[src/hdl/s1ma_defines.svh]
// Field positions and constants for the stage 1 memory attribute decoder
// Function
// Index selects 8-bit attribute from indirection words
// Selected attribute uses standard memory-attribute encoding
// Reserved encodings remap to defined memory types
// Device reserved encodings map by lower-nibble top bits
// Carry two 32-bit auxiliary attribute words
// Unaware software writes auxiliary words as zero
// Zero auxiliary words give generic standard behaviour
// Table permission bits limit all lower levels
// Disable flag makes table permission bits ignored
// Lower indirection word sits at bits 223:192
// Bit 129 disables hierarchical attributes, high region
// Bits 351:320 are ignored implementation hint field
`ifndef S1MA_DEFINES_SVH
`define S1MA_DEFINES_SVH

`define S1MA_CD_WIDTH       352
`define S1MA_HAD_HI_BIT     129
`define S1MA_ATTR_LO_LSB    192
`define S1MA_ATTR_HI_LSB    224
`define S1MA_AUX_LO_LSB     256
`define S1MA_AUX_HI_LSB     288
`define S1MA_HINT_LSB       320
`define S1MA_WORD_W         32
`define S1MA_TRANSIENT_WT   4'h3

`endif

[src/hdl/s1ma_pkg.sv]
// Types shared by the stage 1 memory attribute decoder
package s1ma_pkg;

  typedef enum logic [2:0] {
    MT_DEVICE_STRICT_ORDER,
    MT_DEVICE_EARLY_ACK,
    MT_DEVICE_REORDER_EARLY_ACK,
    MT_DEVICE_GATHER_REORDER_ACK,
    MT_NORMAL
  } s1ma_memtype_t;

  typedef struct packed {
    s1ma_memtype_t memtype;
    logic [7:0]    raw_attr;
    logic [7:0]    eff_attr;
    logic [7:0]    aux_attr;
    logic          aux_generic;
  } s1ma_attr_t;

  typedef struct packed {
    logic [1:0] table_access_limit;
    logic       table_priv_exec_never;
    logic       table_user_exec_never;
  } s1ma_tbl_perm_t;

endpackage

[src/hdl/s1ma_decode.sv]
// Stage 1 memory attribute decode and hierarchical permission tracking
`timescale 1ns/1ps
`include "s1ma_defines.svh"

module s1ma_decode #(
  parameter bit HINT_IMPL = 1'b0
) (
  // Clock and reset
  input  wire logic                       clk_in,
  input  wire logic                       rst_in,
  // Context descriptor held by the walker
  input  wire logic [`S1MA_CD_WIDTH-1:0]  context_descriptor_in,
  input  wire logic                       hier_attr_disable_lo_in,
  // Attribute lookup from a fetched translation descriptor
  input  wire logic                       attr_req_in,
  input  wire logic [2:0]                 attribute_index_in,
  // Table walk steps
  input  wire logic                       walk_start_in,
  input  wire logic                       walk_table_hi_in,
  input  wire logic                       tbl_step_in,
  input  wire s1ma_pkg::s1ma_tbl_perm_t   tbl_perm_in,
  // Results
  output logic                            attr_valid_out,
  output s1ma_pkg::s1ma_attr_t            attr_out,
  output s1ma_pkg::s1ma_tbl_perm_t        perm_limit_out,
  output logic [`S1MA_WORD_W-1:0]         hint_out
);
  import s1ma_pkg::*;

  ////////////////////////////////////////////////////////////////////////
  // Decode functions

  // Indices 0..3 live in the low word, 4..7 in the high word
  function automatic logic [7:0] select_attr(
    input logic [`S1MA_CD_WIDTH-1:0] cd,
    input logic [2:0]                idx
  );
    logic [`S1MA_WORD_W-1:0] word;
    word = idx[2] ? cd[`S1MA_ATTR_HI_LSB +: `S1MA_WORD_W]
                  : cd[`S1MA_ATTR_LO_LSB +: `S1MA_WORD_W];
    return word[idx[1:0]*8 +: 8];
  endfunction

  function automatic logic [7:0] select_aux(
    input logic [`S1MA_CD_WIDTH-1:0] cd,
    input logic [2:0]                idx
  );
    logic [`S1MA_WORD_W-1:0] word;
    word = idx[2] ? cd[`S1MA_AUX_HI_LSB +: `S1MA_WORD_W]
                  : cd[`S1MA_AUX_LO_LSB +: `S1MA_WORD_W];
    return word[idx[1:0]*8 +: 8];
  endfunction

  // Reserved codes fold onto legal ones so eff_attr and memtype see only those; raw_attr keeps the code
  function automatic logic [7:0] remap_attr(input logic [7:0] a);
    logic [7:0] r;
    r = a;
    if (a[7:4] != 4'h0 && a[3:0] == 4'h0) begin
      r = {a[7:4], `S1MA_TRANSIENT_WT};
    end else if (a[7:4] == 4'h0 && a[1:0] != 2'h0) begin
      r = {4'h0, a[3:2], 2'h0};
    end
    return r;
  endfunction

  function automatic s1ma_memtype_t attr_type(input logic [7:0] a);
    s1ma_memtype_t t;
    t = MT_NORMAL;
    if (a[7:4] == 4'h0) begin
      case (a[3:2])
        2'h0:    t = MT_DEVICE_STRICT_ORDER;
        2'h1:    t = MT_DEVICE_EARLY_ACK;
        2'h2:    t = MT_DEVICE_REORDER_EARLY_ACK;
        default: t = MT_DEVICE_GATHER_REORDER_ACK;
      endcase
    end
    return t;
  endfunction

  ////////////////////////////////////////////////////////////////////////
  // Attribute lookup

  logic [7:0]  sel_raw;
  logic [7:0]  sel_eff;
  logic        aux_zero;
  s1ma_attr_t  attr_d;
  s1ma_attr_t  attr_q;
  logic        attr_valid_q;

  assign sel_raw  = select_attr(context_descriptor_in, attribute_index_in);
  assign sel_eff  = remap_attr(sel_raw);
  // Zero auxiliary words mean plain behaviour, no extensions
  assign aux_zero = context_descriptor_in[`S1MA_AUX_LO_LSB +: 64] == 64'h0;

  always_comb begin
    attr_d.raw_attr    = sel_raw;
    attr_d.eff_attr    = sel_eff;
    attr_d.memtype     = attr_type(sel_eff);
    attr_d.aux_generic = aux_zero;
    attr_d.aux_attr    = aux_zero ? 8'h00
                       : select_aux(context_descriptor_in,
                                    attribute_index_in);
  end

  always_ff @(posedge clk_in or posedge rst_in) begin
    if (rst_in) begin
      attr_valid_q <= 1'b0;
    end else begin
      attr_valid_q <= attr_req_in;
    end
  end

  // Result holds between lookups
  always_ff @(posedge clk_in or posedge rst_in) begin
    if (rst_in) begin
      attr_q <= '0;
    end else if (attr_req_in) begin
      attr_q <= attr_d;
    end
  end

  ////////////////////////////////////////////////////////////////////////
  // Implementation hint field

  logic [`S1MA_WORD_W-1:0] hint_q;

  // Unimplemented here by default, so the field reads back as zero
  always_ff @(posedge clk_in or posedge rst_in) begin
    if (rst_in) begin
      hint_q <= '0;
    end else begin
      hint_q <= HINT_IMPL ?
                context_descriptor_in[`S1MA_HINT_LSB +: `S1MA_WORD_W] :
                '0;
    end
  end

  ////////////////////////////////////////////////////////////////////////
  // Hierarchical permission limits

  logic           dis_q;
  logic           step_dis;
  s1ma_tbl_perm_t limit_q;

  // Disable picked per walk; start and first step may share a cycle
  assign step_dis = walk_start_in ?
                    (walk_table_hi_in ?
                     context_descriptor_in[`S1MA_HAD_HI_BIT] :
                     hier_attr_disable_lo_in) : dis_q;

  always_ff @(posedge clk_in or posedge rst_in) begin
    if (rst_in) begin
      dis_q <= 1'b0;
    end else if (walk_start_in) begin
      dis_q <= step_dis;
    end
  end

  // Limits only tighten during a walk: OR of all table levels so far; a disabled walk stays at zero
  always_ff @(posedge clk_in or posedge rst_in) begin
    if (rst_in) begin
      limit_q <= '0;
    end else if (tbl_step_in && !step_dis) begin
      limit_q <= (walk_start_in ? '0 : limit_q) | tbl_perm_in;
    end else if (walk_start_in) begin
      limit_q <= '0;
    end
  end

  assign attr_valid_out = attr_valid_q;
  assign attr_out       = attr_q;
  assign perm_limit_out = limit_q;
  assign hint_out       = hint_q;

  ////////////////////////////////////////////////////////////////////////
  // Assertions

  property p_lookup_latency;
    @(posedge clk_in) disable iff (rst_in)
    attr_req_in |=> attr_valid_out ##1 (attr_valid_out == $past(attr_req_in));
  endproperty
  a_lookup_latency: assert property (p_lookup_latency)
    else $error("lookup answer not one cycle after request");

  property p_select;
    @(posedge clk_in) disable iff (rst_in)
    attr_req_in |=> attr_out.raw_attr ==
      select_attr($past(context_descriptor_in), $past(attribute_index_in));
  endproperty
  a_select: assert property (p_select)
    else $error("wrong attribute byte selected");

  property p_normal_remap;
    @(posedge clk_in) disable iff (rst_in)
    attr_req_in && sel_raw[7:4] != 4'h0 && sel_raw[3:0] == 4'h0 |=>
      attr_out.eff_attr[3:0] == 4'h3 && attr_out.memtype == MT_NORMAL;
  endproperty
  a_normal_remap: assert property (p_normal_remap)
    else $error("reserved normal code not remapped");

  property p_device_map;
    @(posedge clk_in) disable iff (rst_in)
    attr_req_in && sel_raw[7:4] == 4'h0 && sel_raw[3:2] == 2'h1 |=>
      attr_out.memtype == MT_DEVICE_EARLY_ACK;
  endproperty
  a_device_map: assert property (p_device_map)
    else $error("device type mapping wrong");

  property p_standard_kept;
    @(posedge clk_in) disable iff (rst_in)
    attr_req_in && sel_raw[7:4] != 4'h0 && sel_raw[3:0] != 4'h0 |=>
      attr_out.eff_attr == attr_out.raw_attr;
  endproperty
  a_standard_kept: assert property (p_standard_kept)
    else $error("standard code altered");

  property p_aux_generic;
    @(posedge clk_in) disable iff (rst_in)
    attr_req_in && aux_zero |=> attr_out.aux_generic &&
      attr_out.aux_attr == 8'h00 ##1 attr_out.aux_generic || $past(attr_req_in);
  endproperty
  a_aux_generic: assert property (p_aux_generic)
    else $error("zero auxiliary words not generic");

  property p_aux_carry;
    @(posedge clk_in) disable iff (rst_in)
    attr_req_in && !aux_zero |=> attr_out.aux_attr ==
      select_aux($past(context_descriptor_in), $past(attribute_index_in));
  endproperty
  a_aux_carry: assert property (p_aux_carry)
    else $error("auxiliary byte not carried");

  property p_hier_accum;
    @(posedge clk_in) disable iff (rst_in)
    tbl_step_in && !step_dis && tbl_perm_in.table_user_exec_never |=>
      perm_limit_out.table_user_exec_never [*2] or walk_start_in[*1] ##1 1;
  endproperty
  a_hier_accum: assert property (p_hier_accum)
    else $error("table limit not applied");

  property p_hier_disabled;
    @(posedge clk_in) disable iff (rst_in)
    tbl_step_in && step_dis && !walk_start_in |=> $stable(perm_limit_out);
  endproperty
  a_hier_disabled: assert property (p_hier_disabled)
    else $error("table bits used while disabled");

  property p_hint_off;
    @(posedge clk_in) disable iff (rst_in)
    !HINT_IMPL |-> hint_out == '0;
  endproperty
  a_hint_off: assert property (p_hint_off)
    else $error("hint field not ignored");

  c_device: cover property (@(posedge clk_in) disable iff (rst_in)
    attr_valid_out && attr_out.memtype == MT_DEVICE_GATHER_REORDER_ACK);
  c_remap: cover property (@(posedge clk_in) disable iff (rst_in)
    attr_valid_out && attr_out.raw_attr != attr_out.eff_attr);
  c_walk: cover property (@(posedge clk_in) disable iff (rst_in)
    walk_start_in ##1 tbl_step_in ##1 tbl_step_in);

endmodule

[config.mk]
export PLATFORM = sky130hd
export DESIGN_NAME = s1ma_decode
export DESIGN_NICKNAME = d
export VERILOG_FILES = /design/src/hdl/s1ma_pkg.sv /design/src/hdl/s1ma_decode.sv
export VERILOG_INCLUDE_DIRS = /design/src /design/src/hdl
export SDC_FILE = /design/constraint.sdc
export NUM_CORES = 1
export LEC_CHECK = 0
export BUFFER_PORTS_ARGS = -buffer_cell sky130_fd_sc_hd__buf_2
export CAP_MARGIN = 15
export CORE_AREA = 4 4 168 170
export CTS_CLUSTER_DIAMETER = 60
export DETAILED_ROUTE_END_ITERATION = 10
export DIE_AREA = 0 0 172 174
export PLACE_DENSITY = 0.39
export SYNTH_ARGS = -nofsm -noshare
export SYNTH_HDL_FRONTEND = slang
export SYNTH_SLANG_ARGS = --single-unit
[constraint.sdc]
create_clock -name clk_in -period 1 [get_ports clk_in]
set_input_delay 0.1 -clock clk_in [delete_from_list [all_inputs] [get_ports clk_in]]
set_output_delay 0.1 -clock clk_in [all_outputs]
set_load 0.03 [all_outputs]
Word-level counts from Yosys, hierarchy flattened
Cells that the tools add are included. W data, S select, Z words.

Flip-flop bits (word level): 34. Bits of input ports: 366. Output and inout bits: 65.

Equality and inequality tests: 2. Shift operators: 2. Muxes and demuxes: 11. Bitwise operators: 1. Reduce and logical (&&, ||, !) cells: 11.

Operators by type and width (number): $logic_not A64 Y1 (1); $mux W32 (2); $shiftx A32 B6 Y8 (2); $mux W8 (3); $logic_not A4 Y1 (3); $mux W4 (2); $pmux W2 S3 (1); $or A4 B4 Y4 (1); $reduce_bool A4 Y1 (1); $logic_and A1 B1 Y1 (3); $mux W3 (1); $eq A2 B1 Y1 const B (1); $eq A2 B2 Y1 const B (1); $logic_not A2 Y1 (1); $mux W1 (2); $reduce_bool A2 Y1 (1); $logic_not A1 Y1 (1).

Longest topological paths before layout
Depth after elaboration: 9. Depth in mapped cells: 7. Gate-level depth less buffers: 4.

Worst setup path after synthesis
Ideal clock, no wire load.

Path type: input to register. Start point: input attribute_index_in[2]. End point: register attr_q, in the netlist attr_out[25]. Library setup time: 78 ps. Arrival time: 1716 ps. Data required time: 922 ps. Slack: -794 ps. Cell stages on the path: 6. Buffers on the path: 2. Cell sequence: buf_6 -> buf_8 -> mux4_2 -> mux2_4 -> or4_4 -> o2bb2ai_1.

Cells in the longest elaborated chain, start to end: 8. Elaborated cells on any way between the ends: 16. Those cells by class: eq/ne: 2; shift: 1; mux: 5; reduce/logical: 8.

Ends and longest elaborated chain: from (decl) (line s1ma_decode.sv:16) `input wire logic [2:0] attribute_index_in,`; $mux W32 * (line s1ma_decode.sv:39) `` word = idx[2] ? cd[`S1MA_ATTR_HI_LSB +: `S1MA_WORD_W] ``; $shiftx A32 B6 Y8 * (line s1ma_decode.sv:41) `return word[idx[1:0]*8 +: 8];`; $reduce_bool A4 Y1 (tied with other cells) (line s1ma_decode.sv:58) `if (a[7:4] != 4'h0 && a[3:0] == 4'h0) begin`; $logic_and A1 B1 Y1 (on tied branches) (line s1ma_decode.sv:58, s1ma_decode.sv:60); $mux W8 * (line s1ma_decode.sv:58); $eq A2 B2 Y1 (tied with other cells) (line s1ma_decode.sv:70) `case (a[3:2])`; $pmux W2 S3 or $logic_not A4 Y1 (tied branches) (line s1ma_decode.sv:70, s1ma_decode.sv:69); $mux W3 * (line s1ma_decode.sv:69) `if (a[7:4] == 4'h0) begin`; to (signal assigned) (line s1ma_decode.sv:118) `attr_q <= attr_d;`; to (decl) (line s1ma_decode.sv:87) `s1ma_attr_t attr_q;`.

Every way passes the cells marked *; elsewhere a longest branch is shown, timed or not. A chain may end at the register's enable or synchronous reset.

Final worst setup path
Same ends and word-level chain as after synthesis.

==> run metrics <==
post-synthesis sequential area ratio 0.3238; RSZ-0062 raised after global routing true; multi-input combinational cell area 1844 um^2; Synth Area in Compound Gates 0.09667; htree depth 2; sequence of cells on the critical path buf_8 > buf_12 > mux4_2 > mux2_4 > or4_4 > o2bb2ai_2; synth top area cells dfrtp_1 (32%), mux4_2 (21%), buf_4 (9.4%), mux4_1 (7.0%), mux2i_1 (5.0%); GRT Resource Usage Total 0.07426; Leakage 2.227 nW; CP Class input pin to flip-flop; Fillers 2979; Top delay family on crit path multiplexers; Final Worst Setup Slack -0.5893 ns; Post-synth top cells dfrtp_1 (34), buf_4 (33), mux4_2 (25); failing checks setup timing; Worst Clk Skew 0.0002904 ns; CP startpoint attribute_index_in[2]; die height 174 um; Max-cap violations 0; Site Rows 60; Placed Cells incl. Taps 765; n_diodes 0; final setup fails 28; per-cell routed wire length 14.83 um; synthesized area per cell 12.05 um^2; critical path buffer and inverter count 2; Area growth syn-to-layout 86.43%; Pre-antenna DRT Iters 4; Root Buffer clkbuf_16; power per cell area about 1200 nW/um^2; final global-route overflow total 0; Slew Viols, Final 0; Simple-Gate Fraction of Synth Area 0.07476; Max Root-Sink Buffers 2; layout cell share with drive strength beyond 1 0.7136; Final Hold Fails 0; dpl hpwl 9885 um; final antenna-violating net count 0; mapped cell area 2628 um^2; required time of the worst setup path 1.21 ns; Clock Sinks 34; most common cell in the netlist dfrtp_1; Power Total between 5 and 6 mW; Die ar. about 30000 um^2; Util after Layout 0.1833; Critical Path Slowest Stage Cell or4_4; Port Buffer Count between 150 and 200; initial antenna violation count 2; routability cong. 0.8608; FFs w/ async S/R, synth 1.000; DRC Markers 0; Critical Path AT 1.80 ns; fmax around 630 MHz; main combinational cell family by area after synthesis multiplexers; starting density of the core 0.09831; crit path launch type input pin; period utilisation layout 1.589; multiplexer share of the synthesized area 0.3610; via count approximately 2700; number of synthesized flops with an enable pin 0; core area 26730 um^2; fin cells 788; largest area contributor in the netlist dfrtp_1; maximum fanout along the worst path 7; HP Class input pin to flip-flop; Final Net Count 812; r2r startpoint dis_q; Tmin final 1.589 ns; status finished with violations; CP peak stage delay roughly 0.57 ns; Synth top area share 0.3238; min-delay src tbl_perm_in[0]; clock latency on the worst-skew pair 0.28 ns; xor and xnor area share after synthesis 0; total CTS buffers 5; 1st-iter DRT viols between 90 and 100; post-synthesis register bit count 34; vias in the first global route around 2900; Via density 3.387; final WL 11680 um; largest net degree at the start of global routing 35; Top Ports 431; predominant post-synthesis flop cell dfrtp_1; adder-cell area share of the yosys netlist 0; yosys warns 0; Synth cell types 28; first-pass GRT wire length about 17000 um; die width 172 um; TritonCTS clock tree built; peak supply drop approximately 0.48 mV; gate count of the mapped netlist 218; Reg area 850.8 um^2; Clock transition at path regs 0.06 ns; Critical Path End Type flip-flop
==> path summary, 6_finish.rpt <==
path | end | slack [ns] | cells after the start
setup / recovery | attr_out[25] | -0.59 | 6
hold / removal | perm_limit_out[0] | 0.03 | 2
setup reg to reg | perm_limit_out[1] | 0.10 | 4
hold reg to reg | attr_out[8] | 0.48 | 1
max in group asynchronous | attr_out[5] | 0.42 | 4
min in group asynchronous | attr_valid_out | 0.38 | 4
==> cell type report <==
class | instances | share of cell area
Clock inverter | 2 | 0.002554
Timing Repair Buffer | 235 | 0.3195
Clock buffer | 6 | 0.02835
Sequential cell | 34 | 0.1737
Multi-Input combinational cell | 154 | 0.3765
Inverter | 16 | 0.01226
Tap cell | 341 | 0.08710
==> routing by layer <==
metal / vias up / wire length [um] / part of all wire / global-route usage
li1: 1242 / - / - / -
met1: 1287 / 4611 / 0.39 / 0.08742
met2: 121 / 5960 / 0.51 / 0.1287
met3: 15 / 878 / 0.075 / 0.02047
met4: 4 / 199 / 0.017 / 0.02588
met5: - / 34 / 0.0029 / 0
==> timing repair <==
item,in CTS,in global routing
buffers inserted,7,7
pin swaps,18,14
setup endpoints to repair,33,46
gates resized for setup,71,52
hold buffers,1,0
endpoints found under the hold margin,34,0
cloned,1,0
==> cell families after synthesis <==
logic type,after synthesis
AO/OA/AOI/OAI,36
buffers and inverters,61
other,1
multiplexers,51
flip-flops,34
AND/OR/NAND/NOR,35
==> stage by stage <==
stage                     TNS [ns]  setup WS (ns)  hold slack (ns)  area (um^2)
after floorplan             -13.67        -0.7688           0.1314         2824
after global routing        -11.12        -0.6185          0.02513         4898
final                       -9.878        -0.5893          0.03485         4898
after global placement      -19.27        -0.9471           0.1477         4202
after detailed placement    -19.55        -0.9517           0.1440         4202
after CTS                   -9.176        -0.5648          0.01689         4720
==> registers in the layout, summed over array words and instances (netlist names) <==
| name | flops |
|---|---|
| attr_valid_out | 1 |
| attr_out | 28 |
| perm_limit_out | 4 |
| dis_q | 1 |
==> where the power goes <==
group          internal [mW]  switching (mW)  leakage [nW]
registers               1.54          0.0965         0.414
clock network          0.988           0.663        0.0729
logic                   1.11            1.27          1.74
total                   3.64            2.03          2.23
==> worst register-to-register path: cells and delay by family (launching register included) <==
| family | cells | cell delay (ns) |
|---|---|---|
| and+or+nand+nor | 2 | 0.27 |
| AOI/OAI and AO/OA | 2 | 0.21 |
| DFF | 1 | 0.36 |
==> placed cells by master, fill, tap and decap left out, drive strengths merged <==
cell / synthesis / routed
a21oi: 4 / 4
a22o: 4 / 4
a31oi: 2 / 2
buf: 38 / 234
clkbuf: 7 / 6
clkinv: 0 / 2
clkinvlp: 0 / 1
conb: 1 / 32
dfrtp: 34 / 34
dlygate4sd3: 0 / 1
inv: 16 / 15
mux2: 6 / 6
mux2i: 13 / 13
mux4: 32 / 32
nand2: 6 / 6
nand4: 4 / 4
nor2: 5 / 5
nor4: 17 / 17
o21a: 1 / 1
o21ai: 12 / 12
o2bb2ai: 10 / 10
o31ai: 2 / 2
o41ai: 1 / 1
or2: 2 / 2
or4: 1 / 1
No activity file was read; power rests on OpenSTA's default activity.
